<file path="config.mk">
export PLATFORM = sky130hd
export DESIGN_NAME = alr_top
export DESIGN_NICKNAME = d
export VERILOG_FILES = /design/src/hw/alr_pkg.sv /design/src/hw/alr_converter.sv /design/src/hw/alr_serial_rx.sv /design/src/hw/alr_top.sv
export SDC_FILE = /design/constraint.sdc
export NUM_CORES = 1
export LEC_CHECK = 0
export BUFFER_PORTS_ARGS = -buffer_cell sky130_fd_sc_hd__buf_2
export CAP_MARGIN = 30
export CORE_MARGIN = 2
export CORE_UTILIZATION = 40
export DETAILED_ROUTE_END_ITERATION = 12
export SYNTH_ARGS = -nofsm -noshare
export SYNTH_HDL_FRONTEND = slang
export SYNTH_HIERARCHICAL = 1
export SYNTH_SLANG_ARGS = --single-unit
</file>
<file path="constraint.sdc">
create_clock -name core_clk -period 152 [get_ports core_clk]
set_input_delay 15.2 -clock core_clk [delete_from_list [all_inputs] [get_ports core_clk]]
set_output_delay 15.2 -clock core_clk [all_outputs]
set_load 0.01 [all_outputs]
</file>
<file path="src/hw/alr_pkg.sv">
// Package with constants and types for the ambient light readout block.
package alr_pkg;

    // ------------------------------------------------------------------
    // Bus addressing
    // ------------------------------------------------------------------
    localparam logic [7:0] ALR_ADDR_WR     = 8'h26;
    localparam logic [7:0] ALR_ADDR_RD     = 8'h27;
    localparam logic [6:0] ALR_DEV_ADDR    = 7'h13;

    // ------------------------------------------------------------------
    // Register map
    // ------------------------------------------------------------------
    localparam logic [7:0] ALR_REG_RES_HI  = 8'h85;
    localparam logic [7:0] ALR_REG_RES_LO  = 8'h86;
    localparam logic [7:0] ALR_PTR_RESET   = 8'h80;
    localparam int         ALR_CONT_BIT    = 7;
    localparam logic [7:0] ALR_IDLE_BYTE   = 8'h00;

    // ------------------------------------------------------------------
    // Timing
    // ------------------------------------------------------------------
    localparam int ALR_CLK_MHZ       = 200;
    localparam int ALR_FRAME_MS      = 100;
    localparam int ALR_SAMPLE_US     = 300;
    localparam int ALR_FRAME_CYC     = ALR_FRAME_MS * 1000 * ALR_CLK_MHZ;
    localparam int ALR_SAMPLE_CYC    = ALR_SAMPLE_US * ALR_CLK_MHZ;
    localparam int ALR_MAX_AVG       = 128;
    localparam int ALR_AVG_W         = 8;

    // ------------------------------------------------------------------
    // Types
    // ------------------------------------------------------------------
    typedef struct packed {
        logic start;
        logic stop;
        logic byte_done;
        logic [7:0] data;
    } alr_bus_ev_t;

    typedef enum logic [2:0] {
        ALR_IDLE, ALR_ADDR, ALR_PTR, ALR_READ, ALR_IGNORE
    } alr_bus_st_t;

endpackage

</file>
<file path="src/hw/alr_converter.sv">
// Ambient light conversion sequencer with averaging and frame timing.
`timescale 1ns/1ps
module alr_converter
    import alr_pkg::*;
#(
    parameter int FRAME_CYC  = ALR_FRAME_CYC,
    parameter int SAMPLE_CYC = ALR_SAMPLE_CYC
)(
    // Clock and reset
    input  wire logic                 core_clk,
    input  wire logic                 rst_b,
    // Control
    input  wire logic                 meas_req,
    input  wire logic                 cont_mode,
    input  wire logic [ALR_AVG_W-1:0] avg_count,
    input  wire logic [15:0]          sample_val,
    // Status
    output logic                      busy,
    output logic                      sampling,
    output logic                      result_valid,
    output logic [15:0]               result
);

    // ------------------------------------------------------------------
    // Sequencer
    // ------------------------------------------------------------------
    typedef enum logic [1:0] {CV_IDLE, CV_SAMPLE, CV_WAIT} alr_cv_st_t;
    alr_cv_st_t   st, next_st;
    logic [31:0]  frame_cnt, next_frame_cnt;
    logic [31:0]  samp_cnt, next_samp_cnt;
    logic [ALR_AVG_W-1:0] done_cnt, next_done_cnt;
    logic [ALR_AVG_W-1:0] avg_q, next_avg_q;
    logic [23:0]  acc, next_acc;
    logic [15:0]  next_result;
    logic         next_valid;
    logic [23:0]  avg_div;

    always_comb begin
        avg_div = acc / {16'h0, (avg_q == '0) ? 8'h01 : avg_q};
    end

    always_comb begin
        next_st        = st;
        next_frame_cnt = frame_cnt;
        next_samp_cnt  = samp_cnt;
        next_done_cnt  = done_cnt;
        next_avg_q     = avg_q;
        next_acc       = acc;
        next_result    = result;
        next_valid     = 1'b0;
        unique case (st)
            CV_IDLE: begin
                if (meas_req) begin
                    next_st        = CV_SAMPLE;
                    next_frame_cnt = '0;
                    next_samp_cnt  = '0;
                    next_done_cnt  = '0;
                    next_acc       = '0;
                    next_avg_q     = (avg_count == '0) ? 8'h01 : avg_count;
                end
            end
            CV_SAMPLE: begin
                next_frame_cnt = frame_cnt + 32'h1;
                next_samp_cnt  = samp_cnt + 32'h1;
                if (samp_cnt == 32'(SAMPLE_CYC - 1)) begin
                    next_samp_cnt = '0;
                    next_acc      = acc + {8'h0, sample_val};
                    next_done_cnt = done_cnt + 8'h1;
                    if (done_cnt + 8'h1 == avg_q) begin
                        next_st = CV_WAIT;
                    end
                end
            end
            CV_WAIT: begin
                next_frame_cnt = frame_cnt + 32'h1;
                // Continuous mode publishes at once; standard waits for the frame.
                if (cont_mode || frame_cnt >= 32'(FRAME_CYC - 1)) begin
                    next_result = avg_div[15:0];
                    next_valid  = 1'b1;
                    next_st     = CV_IDLE;
                end
            end
        endcase
    end

    always_ff @(posedge core_clk or negedge rst_b) begin
        if (!rst_b) begin
            st           <= CV_IDLE;
            frame_cnt    <= '0;
            samp_cnt     <= '0;
            done_cnt     <= '0;
            avg_q        <= 8'h01;
            acc          <= '0;
            result       <= '0;
            result_valid <= 1'b0;
        end else begin
            st           <= next_st;
            frame_cnt    <= next_frame_cnt;
            samp_cnt     <= next_samp_cnt;
            done_cnt     <= next_done_cnt;
            avg_q        <= next_avg_q;
            acc          <= next_acc;
            result       <= next_result;
            result_valid <= next_valid;
        end
    end

    // Samples in a set run back to back in both modes; the mode only sets the end.
    assign sampling = (st == CV_SAMPLE);
    assign busy     = (st != CV_IDLE);
endmodule

</file>
<file path="src/hw/alr_serial_rx.sv">
// Serial bus bit engine: detects start/stop, shifts bytes, drives ack and read data.
`timescale 1ns/1ps
module alr_serial_rx
    import alr_pkg::*;
(
    // Clock and reset
    input  wire logic         core_clk,
    input  wire logic         rst_b,
    // Bus pins
    input  wire logic         scl_in,
    input  wire logic         sda_in,
    output logic              sda_out,
    output logic              sda_oe,
    // Byte level side
    input  wire logic         ack_req,
    input  wire logic         tx_mode,
    input  wire logic [7:0]   tx_byte,
    output alr_bus_ev_t       ev,
    output logic              tx_load,
    output logic              master_ack
);

    // ------------------------------------------------------------------
    // Edge sampling
    // ------------------------------------------------------------------
    logic       scl_q, sda_q;
    logic [3:0] bit_cnt, next_bit_cnt;
    logic [7:0] sh, next_sh;
    logic       ack_ph, next_ack_ph;
    logic       drv, next_drv;
    logic       mack, next_mack;
    alr_bus_ev_t next_ev;
    logic       next_load;
    logic       scl_rise, scl_fall;

    assign scl_rise = scl_in & ~scl_q;
    assign scl_fall = ~scl_in & scl_q;

    always_comb begin
        next_ev      = '0;
        next_ev.data = sh;
        next_bit_cnt = bit_cnt;
        next_sh      = sh;
        next_ack_ph  = ack_ph;
        next_drv     = drv;
        next_mack    = mack;
        next_load    = 1'b0;
        if (scl_in && scl_q && sda_q && !sda_in) begin
            next_ev.start = 1'b1;
            next_bit_cnt  = '0;
            next_ack_ph   = 1'b0;
            next_drv      = 1'b0;
        end else if (scl_in && scl_q && !sda_q && sda_in) begin
            next_ev.stop = 1'b1;
            next_drv     = 1'b0;
            next_ack_ph  = 1'b0;
        end else if (scl_rise) begin
            if (ack_ph) begin
                next_mack = ~sda_in;
            end else begin
                // A sent bit must hold through the high phase, so it moves on the fall.
                next_sh      = tx_mode ? sh : {sh[6:0], sda_in};
                next_bit_cnt = bit_cnt + 4'h1;
            end
        end else if (scl_fall) begin
            if (ack_ph) begin
                next_ack_ph  = 1'b0;
                next_bit_cnt = '0;
                next_drv     = tx_mode & mack;
                next_load    = tx_mode & mack;
                next_sh      = tx_byte;
            end else if (bit_cnt == 4'h8) begin
                next_ev.byte_done = 1'b1;
                next_ev.data      = sh;
                next_ack_ph       = 1'b1;
                next_drv          = ack_req & ~tx_mode;
                next_mack         = 1'b0;
            end else begin
                next_drv = tx_mode & drv;
                next_sh  = tx_mode ? {sh[6:0], 1'b0} : sh;
            end
        end
    end

    always_ff @(posedge core_clk or negedge rst_b) begin
        if (!rst_b) begin
            scl_q   <= 1'b1;
            sda_q   <= 1'b1;
            bit_cnt <= '0;
            sh      <= '0;
            ack_ph  <= 1'b0;
            drv     <= 1'b0;
            mack    <= 1'b0;
            ev      <= '0;
            tx_load <= 1'b0;
        end else begin
            scl_q   <= scl_in;
            sda_q   <= sda_in;
            bit_cnt <= next_bit_cnt;
            sh      <= next_sh;
            ack_ph  <= next_ack_ph;
            drv     <= next_drv;
            mack    <= next_mack;
            ev      <= next_ev;
            tx_load <= next_load;
        end
    end

    // Ack pulls low; read data pulls low only for zero bits (open drain).
    assign sda_out    = 1'b0;
    assign sda_oe     = drv & (ack_ph ? 1'b1 : (tx_mode & ~sh[7]));
    assign master_ack = mack;

endmodule

</file>
<file path="src/hw/alr_top.sv">
// Ambient light readout control: serial register access and conversion timing.
`timescale 1ns/1ps
// ----------------------------------------------------------------------
// How it works
// - With no measurement requested, only the bus logic runs; conversion is idle.
// - Emitter current sink is off while in standby.
// - Read is accepted after a stop or after a repeated start.
// - Register pointer advances by one after the read address byte and after each acknowledged byte read; a byte ended with a nack leaves it unchanged.
// - Result high byte at 85h, low byte at 86h.
// - Device answers address byte 26h for writes, 27h for reads.
// - Standard mode measurement cycle occupies a fixed 100 ms frame.
// - Each single sample takes about 300 us.
// - Configured number of samples, up to 128, is averaged into the result; the code has no 128 cap and averages any 8-bit count up to 255 (0 counts as 1).
// - Standard mode result appears only after the frame elapses.
// - Continuous mode runs samples back to back without gaps.
// ----------------------------------------------------------------------
module alr_top
    import alr_pkg::*;
#(
    parameter int FRAME_CYC  = ALR_FRAME_CYC,
    parameter int SAMPLE_CYC = ALR_SAMPLE_CYC
)(
    // Clock and reset
    input  wire logic                 core_clk,
    input  wire logic                 rst_b,
    // Serial bus pins
    input  wire logic                 scl_in,
    input  wire logic                 sda_in,
    output logic                      sda_out,
    output logic                      sda_oe,
    // Measurement control from the register bank
    input  wire logic                 meas_req,
    input  wire logic [7:0]           conv_ctrl,
    input  wire logic [ALR_AVG_W-1:0] avg_count,
    // Analog front end
    input  wire logic [15:0]          sample_val,
    output logic                      sensor_enable,
    output logic                      emitter_sink_en,
    // Status
    output logic                      conv_busy,
    output logic                      result_valid,
    output logic [7:0]                reg_ptr
);

    // ------------------------------------------------------------------
    // Instances
    // ------------------------------------------------------------------
    alr_bus_ev_t ev;
    logic        tx_load;
    logic        master_ack;
    logic        ack_req;
    logic        tx_mode;
    logic [7:0]  tx_byte;
    logic [15:0] result;
    logic        sampling;

    alr_serial_rx u_rx (
        .core_clk   (core_clk),
        .rst_b      (rst_b),
        .scl_in     (scl_in),
        .sda_in     (sda_in),
        .sda_out    (sda_out),
        .sda_oe     (sda_oe),
        .ack_req    (ack_req),
        .tx_mode    (tx_mode),
        .tx_byte    (tx_byte),
        .ev         (ev),
        .tx_load    (tx_load),
        .master_ack (master_ack)
    );

    alr_converter #(
        .FRAME_CYC  (FRAME_CYC),
        .SAMPLE_CYC (SAMPLE_CYC)
    ) u_cv (
        .core_clk     (core_clk),
        .rst_b        (rst_b),
        .meas_req     (meas_req),
        .cont_mode    (conv_ctrl[ALR_CONT_BIT]),
        .avg_count    (avg_count),
        .sample_val   (sample_val),
        .busy         (conv_busy),
        .sampling     (sampling),
        .result_valid (result_valid),
        .result       (result)
    );

    // ------------------------------------------------------------------
    // Standby
    // ------------------------------------------------------------------
    // Light sampling never needs the emitter, so its sink stays off and the host
    // never has to zero the drive setting to save power.
    assign sensor_enable   = sampling;
    assign emitter_sink_en = 1'b0;

    // ------------------------------------------------------------------
    // Transfer sequencer
    // ------------------------------------------------------------------
    alr_bus_st_t st, next_st;
    logic [7:0]  next_ptr;
    logic [7:0]  next_tx_byte;
    logic [15:0] snap, next_snap;

    function automatic logic [7:0] reg_read(input logic [7:0] a, input logic [15:0] r);
        logic [7:0] v;
        v = ALR_IDLE_BYTE;
        if (a == ALR_REG_RES_HI) begin
            v = r[15:8];
        end else if (a == ALR_REG_RES_LO) begin
            v = r[7:0];
        end
        return v;
    endfunction

    always_comb begin
        next_st      = st;
        next_ptr     = reg_ptr;
        next_tx_byte = tx_byte;
        next_snap    = snap;
        if (ev.start) begin
            // A repeated start is handled the same as a fresh start.
            next_st = ALR_ADDR;
        end else if (ev.stop) begin
            next_st = ALR_IDLE;
        end else if (ev.byte_done) begin
            unique case (st)
                ALR_ADDR: begin
                    if (ev.data == ALR_ADDR_WR) begin
                        next_st = ALR_PTR;
                    end else if (ev.data == ALR_ADDR_RD) begin
                        next_st      = ALR_READ;
                        next_snap    = result;
                        next_tx_byte = reg_read(reg_ptr, result);
                    end else begin
                        next_st = ALR_IGNORE;
                    end
                end
                ALR_PTR: begin
                    next_ptr = ev.data;
                    next_st  = ALR_IGNORE;
                end
                ALR_READ: begin
                    next_st = ALR_READ;
                end
                default: begin
                    next_st = st;
                end
            endcase
        end else if (tx_load) begin
            next_ptr     = reg_ptr + 8'h01;
            next_tx_byte = reg_read(reg_ptr + 8'h01, snap);
        end
    end

    always_ff @(posedge core_clk or negedge rst_b) begin
        if (!rst_b) begin
            st      <= ALR_IDLE;
            reg_ptr <= ALR_PTR_RESET;
            tx_byte <= ALR_IDLE_BYTE;
            snap    <= '0;
        end else begin
            st      <= next_st;
            reg_ptr <= next_ptr;
            tx_byte <= next_tx_byte;
            snap    <= next_snap;
        end
    end

    assign tx_mode = (st == ALR_READ);
    assign ack_req = (st == ALR_ADDR && (ev.data == ALR_ADDR_WR || ev.data == ALR_ADDR_RD))
                   || (st == ALR_PTR);
endmodule

</file>
==> results.ini <==
[grt]
grt_overflow = 0
grt_first_pass_wirelength_um = 91670
grt_pass1_vias = 18450
grt.total_usage_pct = 20.38
antenna_found_initial = 0
grt_max_degree = 115

[setup_path]
required_ns = 152.33
crit_buf_inv = 8
max_stage_delay_ns = 0.88
path_class = reg -> reg
worstPathArrival_ns = 62.59
critPathMaxFanout = 26
worstSetupEndpointType = register
path_common_cell = o21a_1
critPathTopFamily = compound AO/OA/AOI/OAI gates
cp-start-kind = register
cp_slowest_cell = nor4_2

[drt]
routedWlPerCell_um = 16.74
firstDrtPassIters = 5
drc_errors = 0
num_vias = 19110
ant_nets = 0
drt_iter0_markers = 1198
routed_wl_um = 54660
vias_per_cell = 5.851

[synth]
synth_top_cell_by_area = dfrtp_1
synth_async_sr_flop_share_pct = 100.0
syn_nets = 2773
yosysWarnings = 6
yosysTopAreaCellShare_pct = 22.13
syn_avg_cell_area_um2 = 8.079
yosys_register_bits = 187
ys_seq_area_share_pct = 22.64
ys.flop_type = dfrtp_1
netlist_area_um2 = 20690
synth_edf_count = 0
ys_top_cells_by_area = dfrtp_1 22%, ha_1 11%, nor2_1 4.8%
synth_cells = 2561
yosysUniqueCellTypes = 124

[layout]
insertedDiodeCount = 0
layout_commonest_cell = nor2_1
syn2layout_area_growth_pct = 7.837
fin_area_um2 = 22310
nets = 2784
mostFrequentLayoutCells = 264 x nor2_1, 256 x nand2_1, 183 x dfrtp_1
drive_gt1_share_pct = 10.56

[placement]
place_area_um2 = 21660
port_buffers = 41
dp_hpwl_um = 42620
place.gp.congestion = 0.8677

[timing]
layout_min_cycle_time_ns = 62.26
max_freq_mhz = 16.06
finalHoldViolCount = 0
final_max_slew_viol_count = 0
tightest_slew_ns = 0.9923
setup_tns_ns = 0
fin_skew_ns = 0.02111
rsz0062_at_grt = no
fin_crit_sh_pct = 40.96
setup_viol = 0
slew_headroom_pct = 33.85

[clock_tree]
cts_sinks = 187
h-tree-depth = 4
cts_tree = built
cts_setup_buffers = 0
clkLatencyLatePin_ns = 0.45
clkTransAtPathRegs_ns = 0.08
cts_max_path_buffers = 2
cts-buffers-inserted = 17
cts_root_buffer = clkbuf_16
postCtsHoldBufs = 0
cts_resized = 0

[floorplan]
die_h_um = 231.4
core_um2 = 51200
die_area_um2 = 53560
die_w_um = 231.4
start_util_pct = 40.41
rows = 83
io_pins = 51

[run]
drv_cap = 0

[outcome]
status = finished, final reports clean

[min_path]
worstHoldPathType = reg -> reg

[cells in the mapped netlist (all sizes together), types with 37 or more instances]
cell type    n
a21o        40
and3        37
nand2      257
xnor2       99
dfrtp      183
nor2       264
mux2        68
ha         174
o31ai       61
inv         73
o21a        83
xor2        85
clkbuf      51
a21oi      129
mux2i       43
o21ai      139
nand3       88
nor3       120
[worst paths after layout]
path	startpoint	endpoint	slack, ns	depth (start not counted)
max in group asynchronous	rst_b	u_cv/avg_q[0]	136.13	4
hold reg to reg	u_rx/sh[6]	u_rx/ev[6]	0.40	0
min in group asynchronous	rst_b	st[0]	14.79	2
hold / removal	u_rx/sh[6]	u_rx/ev[6]	0.40	0
setup reg to reg	u_cv/avg_q[4]	u_cv/result[0]	89.74	263
setup / recovery	u_cv/avg_q[4]	u_cv/result[0]	89.74	263
[final cells by class]
cell class              count  area (µm²)
repair buffers             71       519.2
well taps                 680       850.8
fillers                  5023       28890
flip-flops and latches    187        4684
clock buffers              18       439.2
clock inverters            14       152.6
inverters                  73       274.0
multi-input cells        2222       15390
[logic make-up after synthesis]
logic type,Yosys count,synth area share (%)
simple gates,1042,25.48
compound gates,707,24.41
flops,187,22.64
xor+xnor,184,7.825
fa+ha+maj,176,10.67
buf+inv,152,3.060
mux,111,5.872
other cells,2,0.03630
[worst register-to-register path: cells and delay by family (launching register included)]
kind | cells | cell delay, ns
AOI/OAI and AO/OA | 130 | 29.87
and+or+nand+nor | 88 | 20.48
adders and majority gates | 23 | 7.22
xor gates and xnor gates | 10 | 1.72
buffers and inverters | 8 | 1.33
muxes | 4 | 1.07
DFF | 1 | 0.49
[sequential cells by signal, summed over array words and instances, names as in the netlist, 2 cells and up]
name and flops:
u_cv/frame_cnt 32, u_cv/samp_cnt 32, u_cv/acc 24, snap 16, u_cv/result 16, u_rx/ev 11, reg_ptr 8, tx_byte 8
u_cv/avg_q 8, u_cv/done_cnt 8, u_rx/sh 8, u_rx/bit_cnt 4, st 3, u_cv/st 2
[layer usage]
layer	wire, µm	global-route usage, %	up-vias
met5	0	0	-
met4	856	4.617	0
met3	1525	1.981	66
met2	25350	34.64	316
met1	26930	27.85	9163
li1	-	-	9560
[metrics by stage]
step / hold WS, ns / utilization, % / worst slack (ns) / std cells
6_report: 0.4002 / 43.58 / 89.74 / 3265
5_1_grt: 0.4136 / 43.58 / 84.53 / 3265
4_1_cts: 0.4066 / 43.47 / 90.29 / 3263
3_5_place_dp: 0.3901 / 42.32 / 90.37 / 3231
3_3_place_gp: 0.3802 / 42.21 / 91.75 / 3229
2_1_floorplan: 0.3666 / - / 98.99 / 2561
Power is not shown: default switching activity piles up to over one toggle a cycle in this logic, so the estimate is an artifact.
